==> config.mk <==
export PLATFORM = sky130hd
export DESIGN_NAME = rft2_timer_two
export DESIGN_NICKNAME = d
export VERILOG_FILES = /design/src/hdl/rft2_pkg.sv /design/src/hdl/rft2_timer_two.sv
export SDC_FILE = /design/constraint.sdc
export NUM_CORES = 1
export LEC_CHECK = 0
export ABC_AREA = 1
export BUFFER_PORTS_ARGS = -buffer_cell sky130_fd_sc_hd__buf_2
export CAP_MARGIN = 20
export CORE_MARGIN = 2
export CORE_UTILIZATION = 45
export CTS_CLUSTER_SIZE = 12
export DETAILED_ROUTE_END_ITERATION = 16
export PLACE_DENSITY = 0.62
export SLEW_MARGIN = 20
export SYNTH_ARGS = -nofsm -noshare
export SYNTH_HDL_FRONTEND = slang
export SYNTH_SLANG_ARGS = --single-unit
==> constraint.sdc <==
create_clock -name i_clk -period 1.7 [get_ports i_clk]
set_input_delay 0.17 -clock i_clk [delete_from_list [all_inputs] [get_ports i_clk]]
set_output_delay 0.17 -clock i_clk [all_outputs]
set_load 0.02 [all_outputs]
==> src/hdl/rft2_pkg.sv <==
/*
  Constants for the second reader-frontend down-counting timer:
  register offsets, field positions, reset values and mode codes.
  Assumes an 8-bit register address space and byte-wide registers.
*/
package rft2_pkg;

  localparam int ADDR_W = 8;
  localparam int DATA_W = 8;
  localparam int CNT_W = 16;

  // Register offsets
  localparam logic [ADDR_W-1:0] OFS_T1_COUNT_HIGH = 8'h17;
  localparam logic [ADDR_W-1:0] OFS_T1_COUNT_LOW = 8'h18;
  localparam logic [ADDR_W-1:0] OFS_T2_CONTROL = 8'h19;
  localparam logic [ADDR_W-1:0] OFS_T2_RELOAD_HIGH = 8'h1a;
  localparam logic [ADDR_W-1:0] OFS_T2_RELOAD_LOW = 8'h1b;
  localparam logic [ADDR_W-1:0] OFS_IRQ_STATUS = 8'h30;
  localparam logic [ADDR_W-1:0] OFS_IRQ_MASK = 8'h31;
  localparam logic [ADDR_W-1:0] OFS_COMMAND = 8'h32;
  localparam logic [ADDR_W-1:0] OFS_RUN_STATUS = 8'h33;

  // Control field positions
  localparam int CTL_STOP_RX_BIT = 7;
  localparam int CTL_START_HI = 5;
  localparam int CTL_START_LO = 4;
  localparam int CTL_RELOAD_BIT = 3;
  localparam int CTL_TICK_HI = 1;
  localparam int CTL_TICK_LO = 0;
  localparam int CTL_RSVD_A_BIT = 6;
  localparam int CTL_RSVD_B_BIT = 2;
  localparam logic [DATA_W-1:0] CTL_WMASK = 8'hbb;

  // Command, status and interrupt bits
  localparam int CMD_START_BIT = 0;
  localparam int CMD_STOP_BIT = 1;
  localparam int IRQ_UNDERFLOW_BIT = 0;
  localparam int RUN_BIT = 0;
  localparam logic [DATA_W-1:0] IRQ_IMPL_MASK = 8'h01;

  // Reset values
  localparam logic [DATA_W-1:0] CTL_RESET = 8'h00;
  localparam logic [DATA_W-1:0] RELOAD_RESET = 8'h00;
  localparam logic [DATA_W-1:0] IRQ_MASK_RESET = 8'h00;
  localparam logic [CNT_W-1:0] CNT_RESET = 16'h0000;
  localparam logic [CNT_W-1:0] CNT_ONE = 16'h0001;
  localparam logic [DATA_W-1:0] READ_ZERO = 8'h00;

  typedef enum logic [1:0] {
    START_NONE = 2'b00,
    START_TX_END = 2'b01,
    START_LFO_NO_UF = 2'b10,
    START_LFO_UF = 2'b11
  } rft2_start_t;

  typedef enum logic [1:0] {
    TICK_13M56 = 2'b00,
    TICK_212K = 2'b01,
    TICK_T0_UF = 2'b10,
    TICK_T1_UF = 2'b11
  } rft2_tick_t;

endpackage

==> src/hdl/rft2_timer_two.sv <==
/*
  Second general-purpose 16-bit down-counting timer of the reader
  frontend, with its byte register file and the timer-one count bytes.
  Assumes one 200 MHz core clock; the 13.56 MHz, 212 kHz and oscillator
  levels arrive from other domains; all other inputs share i_clk.
*/
// Decided for this implementation: the plain strobed port.
// Operation
// - The timer-one low byte register reads bits 7..0 of the live count.
// - With bit 7 set the timer halts once the first 4 rx bits arrived.
// - In either oscillator trimming mode the stop-on-receive bit is ignored.
// - Start mode 00 never starts automatically; 01 starts at tx end.
// - Modes 10 and 11 trim the oscillator, start/stop on rising edges.
// - With bit 3 set the timer reloads and keeps counting at zero, except in start mode 10.
// - With bit 3 clear the timer stops at zero until the next start, except in start mode 10.
// - Every underflow sets the timer-two underflow flag.
// - Tick source 00 is 13.56 MHz and 01 is 212 kHz.
// - Tick source 10 is timer-zero and 11 timer-one underflow.
// - Each start event loads the counter from the 16-bit reload value.
// - Writing a reload byte never disturbs a running count.
// - Reload high and low registers hold the reload bytes, read/write.
// - The timer-one high byte register reads bits 15..8 of the live count.
module rft2_timer_two
  import rft2_pkg::*;
(
  // Clock, reset, enable
  input wire logic i_clk,
  input wire logic i_reset_n,
  input wire logic i_clk_en,
  // Register port
  input wire logic [ADDR_W-1:0] i_addr,
  input wire logic [DATA_W-1:0] i_wdata,
  input wire logic i_wr,
  input wire logic i_rd,
  output logic [DATA_W-1:0] o_rdata,
  // Tick clocks from other domains
  input wire logic i_clk_13m56,
  input wire logic i_clk_212k,
  input wire logic i_low_freq_osc,
  // Same-domain events
  input wire logic i_t0_underflow,
  input wire logic i_t1_underflow,
  input wire logic i_tx_end,
  input wire logic i_rx_nibble,
  input wire logic [CNT_W-1:0] i_timer_one_count,
  // Results
  output logic o_underflow,
  output logic o_running,
  output logic o_irq
);

  logic [DATA_W-1:0] timer_two_control;
  logic [DATA_W-1:0] timer_two_reload_high;
  logic [DATA_W-1:0] timer_two_reload_low;
  logic [DATA_W-1:0] irq_mask;
  logic timer_two_underflow_flag;
  logic [CNT_W-1:0] count;
  logic running;
  logic [2:0] sync_13m56;
  logic [2:0] sync_212k;
  logic [2:0] sync_lfo;

  logic stop_on_rx_nibble;
  logic reload_on_zero;
  rft2_start_t auto_start_select;
  rft2_tick_t tick_source_select;
  logic [CNT_W-1:0] reload_value_word;
  logic lfo_mode;
  logic lfo_rise;
  logic tick;
  logic sw_start;
  logic sw_stop;
  logic start_evt;
  logic stop_evt;
  logic at_zero_tick;
  logic uf_now;
  logic wr_status;
  logic [CNT_W-1:0] next_count;
  logic next_running;

  assign stop_on_rx_nibble = timer_two_control[CTL_STOP_RX_BIT];
  assign reload_on_zero = timer_two_control[CTL_RELOAD_BIT];
  assign auto_start_select =
    rft2_start_t'(timer_two_control[CTL_START_HI:CTL_START_LO]);
  assign tick_source_select =
    rft2_tick_t'(timer_two_control[CTL_TICK_HI:CTL_TICK_LO]);
  assign reload_value_word = {timer_two_reload_high, timer_two_reload_low};
  assign lfo_mode = (auto_start_select == START_LFO_NO_UF) ||
                    (auto_start_select == START_LFO_UF);

  // Two-flop synchronisers plus one history flop for edge detection
  always_ff @(posedge i_clk)
  begin
    if (!i_reset_n)
    begin
      sync_13m56 <= 3'h0;
      sync_212k <= 3'h0;
      sync_lfo <= 3'h0;
    end
    else if (i_clk_en)
    begin
      sync_13m56 <= {sync_13m56[1:0], i_clk_13m56};
      sync_212k <= {sync_212k[1:0], i_clk_212k};
      sync_lfo <= {sync_lfo[1:0], i_low_freq_osc};
    end
  end

  assign lfo_rise = sync_lfo[1] & ~sync_lfo[2];

  // Tick selection; cascade sources are already core-clock pulses
  always_comb
  begin
    case (tick_source_select)
      TICK_13M56: tick = sync_13m56[1] & ~sync_13m56[2];
      TICK_212K: tick = sync_212k[1] & ~sync_212k[2];
      TICK_T0_UF: tick = i_t0_underflow;
      TICK_T1_UF: tick = i_t1_underflow;
      default: tick = 1'b0;
    endcase
  end

  assign sw_start = i_wr && (i_addr == OFS_COMMAND) && i_wdata[CMD_START_BIT];
  assign sw_stop = i_wr && (i_addr == OFS_COMMAND) && i_wdata[CMD_STOP_BIT];

  // Oscillator edge starts an idle timer and stops a running one
  assign start_evt = sw_start ||
    ((auto_start_select == START_TX_END) && i_tx_end) ||
    (lfo_mode && lfo_rise && !running);
  assign stop_evt = sw_stop ||
    (lfo_mode && lfo_rise && running) ||
    (stop_on_rx_nibble && !lfo_mode && i_rx_nibble && running);

  assign at_zero_tick = running && tick && (count == CNT_RESET);
  // No underflow in trimming without underflow: the count saturates
  assign uf_now = at_zero_tick && !start_evt && !stop_evt &&
                  (auto_start_select != START_LFO_NO_UF);

  always_comb
  begin
    next_count = count;
    next_running = running;
    if (start_evt)
    begin
      next_count = reload_value_word;
      next_running = 1'b1;
    end
    else if (stop_evt)
    begin
      next_running = 1'b0;
    end
    else if (running && tick)
    begin
      if (count != CNT_RESET)
      begin
        next_count = count - CNT_ONE;
      end
      else if (auto_start_select == START_LFO_NO_UF)
      begin
        next_count = count;
      end
      else if (reload_on_zero)
      begin
        next_count = reload_value_word;
      end
      else
      begin
        next_running = 1'b0;
      end
    end
  end

  // Reload bytes are sampled only at start or reload, never mid-count
  always_ff @(posedge i_clk)
  begin
    if (!i_reset_n)
    begin
      count <= CNT_RESET;
      running <= 1'b0;
    end
    else if (i_clk_en)
    begin
      count <= next_count;
      running <= next_running;
    end
  end

  // Software registers
  always_ff @(posedge i_clk)
  begin
    if (!i_reset_n)
    begin
      timer_two_control <= CTL_RESET;
      timer_two_reload_high <= RELOAD_RESET;
      timer_two_reload_low <= RELOAD_RESET;
      irq_mask <= IRQ_MASK_RESET;
    end
    else if (i_clk_en && i_wr)
    begin
      case (i_addr)
        OFS_T2_CONTROL: timer_two_control <= i_wdata & CTL_WMASK;
        OFS_T2_RELOAD_HIGH: timer_two_reload_high <= i_wdata;
        OFS_T2_RELOAD_LOW: timer_two_reload_low <= i_wdata;
        OFS_IRQ_MASK: irq_mask <= i_wdata & IRQ_IMPL_MASK;
        default: ;
      endcase
    end
  end

  // Sticky flag: a new underflow wins over a write-one clear
  assign wr_status = i_wr && (i_addr == OFS_IRQ_STATUS) &&
                     i_wdata[IRQ_UNDERFLOW_BIT];

  always_ff @(posedge i_clk)
  begin
    if (!i_reset_n)
    begin
      timer_two_underflow_flag <= 1'b0;
    end
    else if (i_clk_en)
    begin
      if (uf_now)
      begin
        timer_two_underflow_flag <= 1'b1;
      end
      else if (wr_status)
      begin
        timer_two_underflow_flag <= 1'b0;
      end
    end
  end

  // Registered outputs; underflow pulse also feeds cascaded timers
  always_ff @(posedge i_clk)
  begin
    if (!i_reset_n)
    begin
      o_underflow <= 1'b0;
      o_running <= 1'b0;
      o_irq <= 1'b0;
    end
    else if (i_clk_en)
    begin
      o_underflow <= uf_now;
      o_running <= next_running;
      o_irq <= (uf_now || (timer_two_underflow_flag && !wr_status)) &&
               irq_mask[IRQ_UNDERFLOW_BIT];
    end
  end

  // Read data one cycle after the strobe; unmapped reads zero.
  // Live count bytes are not coherent during reception.
  always_ff @(posedge i_clk)
  begin
    if (!i_reset_n)
    begin
      o_rdata <= READ_ZERO;
    end
    else if (i_clk_en)
    begin
      o_rdata <= READ_ZERO;
      if (i_rd)
      begin
        case (i_addr)
          OFS_T1_COUNT_HIGH:
            o_rdata <= i_timer_one_count[CNT_W-1:DATA_W];
          OFS_T1_COUNT_LOW: o_rdata <= i_timer_one_count[DATA_W-1:0];
          OFS_T2_CONTROL: o_rdata <= timer_two_control;
          OFS_T2_RELOAD_HIGH: o_rdata <= timer_two_reload_high;
          OFS_T2_RELOAD_LOW: o_rdata <= timer_two_reload_low;
          OFS_IRQ_STATUS:
            o_rdata <= {7'h00, timer_two_underflow_flag};
          OFS_IRQ_MASK: o_rdata <= irq_mask;
          OFS_RUN_STATUS: o_rdata <= {7'h00, running};
          default: o_rdata <= READ_ZERO;
        endcase
      end
    end
  end

  chk_rx_halts: assert property (
    @(posedge i_clk) disable iff (!i_reset_n)
    i_clk_en && running && stop_on_rx_nibble && !lfo_mode &&
    i_rx_nibble && !start_evt |=> !running)
    else $error("timer kept running after rx nibble");

  chk_lfo_ignores_rx: assert property (
    @(posedge i_clk) disable iff (!i_reset_n)
    i_clk_en && running && lfo_mode && i_rx_nibble && !lfo_rise &&
    !sw_stop && !at_zero_tick |=> running)
    else $error("rx nibble stopped timer in trimming mode");

  chk_tx_start_load: assert property (
    @(posedge i_clk) disable iff (!i_reset_n)
    i_clk_en && (auto_start_select == START_TX_END) && i_tx_end
    |=> running && (count == $past(reload_value_word)))
    else $error("tx end did not start timer with reload value");

  chk_no_auto_start: assert property (
    @(posedge i_clk) disable iff (!i_reset_n)
    !running && (auto_start_select == START_NONE) && !sw_start
    |=> !running)
    else $error("timer started without a start event");

  chk_lfo_edge_start: assert property (
    @(posedge i_clk) disable iff (!i_reset_n)
    i_clk_en && lfo_mode && lfo_rise && !running |=> running)
    else $error("oscillator edge did not start timer");

  chk_zero_reload: assert property (
    @(posedge i_clk) disable iff (!i_reset_n)
    i_clk_en && uf_now && reload_on_zero
    |=> running && (count == $past(reload_value_word)))
    else $error("timer did not reload at zero");

  chk_zero_stop: assert property (
    @(posedge i_clk) disable iff (!i_reset_n)
    i_clk_en && uf_now && !reload_on_zero
    |=> !running ##1 (!running || $past(start_evt)))
    else $error("timer did not stop at zero");

  chk_flag_on_uf: assert property (
    @(posedge i_clk) disable iff (!i_reset_n)
    i_clk_en && uf_now |=> timer_two_underflow_flag && o_underflow)
    else $error("underflow did not set the flag");

  chk_tick_decrement: assert property (
    @(posedge i_clk) disable iff (!i_reset_n)
    i_clk_en && running && tick && (count != CNT_RESET) &&
    !start_evt && !stop_evt |=> count == $past(count) - CNT_ONE)
    else $error("count did not drop by one on tick");

  chk_t1_low_read: assert property (
    @(posedge i_clk) disable iff (!i_reset_n)
    i_clk_en && i_rd && (i_addr == OFS_T1_COUNT_LOW)
    |=> o_rdata == $past(i_timer_one_count[DATA_W-1:0]))
    else $error("timer-one low byte read mismatch");

  chk_reserved_zero: assert property (
    @(posedge i_clk) disable iff (!i_reset_n)
    i_clk_en && i_rd && (i_addr == OFS_T2_CONTROL)
    |=> !o_rdata[CTL_RSVD_A_BIT] && !o_rdata[CTL_RSVD_B_BIT])
    else $error("reserved control bits read non-zero");

endmodule

==> flow_metrics.tcl <==
set metrics [dict create \
    numCtsBuffers 9 \
    drc_errors 0 \
    final_common_cell "nand2_1" \
    grt_overflow 0 \
    syn_nets 597 \
    peakVddDrop_v 0.000385 \
    grt_pass1_wl_um 16700 \
    port_buffers 54 \
    worst-setup-path-type "flip-flop to flip-flop" \
    worstMarginPinSlew_ns 0.550 \
    fillCellCount 790 \
    hpwl_um 7550 \
    arrival_ns 1.85 \
    crit_path_start_kind "flip-flop" \
    wl_per_cell_um 14.0 \
    power_density_nw_per_um2 712 \
    hold_class "input pin to flip-flop" \
    drt_iter0_markers 191 \
    hold_viol_final 0 \
    finalWirelength_um 10300 \
    layout_common_cells "nand2_1, nor2_1, inv_1, nand3_1, dfxtp_1" \
    fin_skew_ns 0.0108 \
    cts.sinks 60 \
    grt_use_total 0.247 \
    path_clk_slew_ns 0.08 \
    gp_congestion 0.899 \
    drt_first_pass_iters 4 \
    initial_core_util 0.460 \
    slew_viol_final 0 \
    die_area_um2 8540 \
    rows 32 \
    cts-htree-levels 3 \
    syn_avg_cell_area_um2 6.39 \
    die_w_um 92.4 \
    finalNetCount 672 \
    min_period_ns 1.61 \
    area_growth_pct 23.6 \
    num_antenna_cells 0 \
    min_period_over_period 0.945 \
    rsz0062_at_grt "true" \
    leakagePower_nw 2.10 \
    die_y_um 92.4 \
    ys_ff_latch 60 \
    finalSetupViolations 0 \
    cp_max_fo 6 \
    hold_slack_ns 0.0512 \
    drive_above_1_share 0.240 \
    slew_headroom 0.633 \
    finalSetupTns_ns 0 \
    synth_top_area_frac 0.341 \
    ant_nets 0 \
    max_freq_mhz 623 \
    endpoint_kind "flip-flop" \
    hold_buffers 0 \
    cts.path.max_buffers 2 \
    yosys_warnings 0 \
    grt_pass1_vias 3447 \
    synth_top_cell_by_area "dfxtp_1" \
    io_pins 55 \
    drv_cap 0 \
    netlist_area_um2 3520 \
    netlist-cell-type-count 29 \
    via_count 3755 \
    cts_root_buf "clkbuf_8" \
    antenna_found_initial 0 \
    syn_inst 551 \
    synth_seq_area_share 0.341 \
    synthTopCellsByArea "dfxtp_1, nand2_1, nor2_1" \
    grt_max_degree 22 \
    crit_required_ns 1.95 \
    routed_via_density 5.13 \
    clock_latency_ns 0.35 \
    cts_tree "yes" \
    core_um2 7650 \
    status "completed" \
]
worst max-delay path: stages (launching register included):
cell and delay, ns:
dfxtp_2 0.34, inv_4 0.07, ha_4 0.13, nand3_2 0.07
nor2_2 0.11, nand2_1 0.07, nor2_2 0.14, a21oi_2 0.09
nand2_4 0.15, clkbuf_16 0.17, nand3_1 0.06, nand2_1 0.07
nor2_1 0.05
final timing paths:
path	startpoint	cells past startpoint	slack (ns)	to
setup / recovery	count[1]	12	0.09	count[5]
hold / removal	i_clk_212k	3	0.05	sync_212k[0]
setup reg to reg	count[1]	12	0.09	count[5]
hold reg to reg	sync_212k[2]	2	0.46	sync_212k[2]
where the power goes:
part / internal [mW] / switching, mW
Sequential: 1.42 / 0.00797
Combinational: 0.0861 / 0.140
Clock: 0.858 / 0.586
Total: 2.36 / 0.735
logic make-up after synthesis:
family / synth area share
fa+ha+maj: 0.00711
xor+xnor: 0.0299
flops: 0.341
buf+inv: 0.106
compound gates: 0.131
simple gates: 0.385
routing by layer:
layer  share of wire  global-route usage  vias up  wire, µm
met5               0                   0        -         0
met4           0.017              0.0796        0       173
met3           0.049              0.0464       14       500
met2            0.48               0.418      111      4920
met1            0.45               0.317     1717      4670
li1                -                   -     1913         -
stage by stage:
step	instances	area [µm²]	setup WS (ns)	power, mW	util
finish	732	4350	0.0942	3.10	0.569
CTS	721	4160	0.0226	3.12	0.544
global route	732	4350	-0.0190	3.22	0.569
floorplan	551	3520	0.204	1.57	-
detailed placement	706	3950	0.0378	1.68	0.516
global placement	706	3950	0.0639	1.68	0.516
layout make-up:
cell class	instances	area, µm²	area share
clock buffers	11	141	0.0325
clock inverters	4	73.8	0.0170
inverters	69	272	0.0624
multi-input cells	404	2010	0.462
flip-flops and latches	60	1200	0.277
well taps	102	128	0.0293
repair buffers	82	523	0.120
sequential cells by signal, summed over array words and instances (netlist names):
| signal | flops |
|---|---|
| o_irq | 1 |
| timer_two_reload_low | 8 |
| irq_mask | 1 |
| o_running | 1 |
| o_rdata | 8 |
| sync_212k | 3 |
| sync_lfo | 3 |
| timer_two_reload_high | 8 |
| sync_13m56 | 3 |
| o_underflow | 1 |
| timer_two_underflow_flag | 1 |
| timer_two_control | 6 |
| count | 16 |
repair_timing:
item,4_1_cts,5_1_grt
setup endpoints to repair,0,20
hold endpoints to repair,0,0
setup buffers,0,10
gates resized for setup,0,28
Yosys cell counts:
cell type / count
nor3_1: 1
o21ai_0: 42
nand4_1: 11
clkinv_1: 1
nor2_1: 92
nand3_2: 3
o21ai_1: 9
ha_1: 2
nand2_1: 111
inv_1: 59
xor2_1: 11
clkbuf_1: 10
buf_4: 1
xnor2_1: 1
nor2_4: 5
a21oi_1: 39
nand2_2: 7
nor3_4: 1
nor3_2: 1
nor2_2: 5
nand3_1: 58
nand3b_1: 1
nand2_4: 3
inv_2: 8
buf_2: 2
dfxtp_1: 60
inv_4: 1
a21oi_2: 1
buf_6: 5
(Power assumes the default switching activity.)
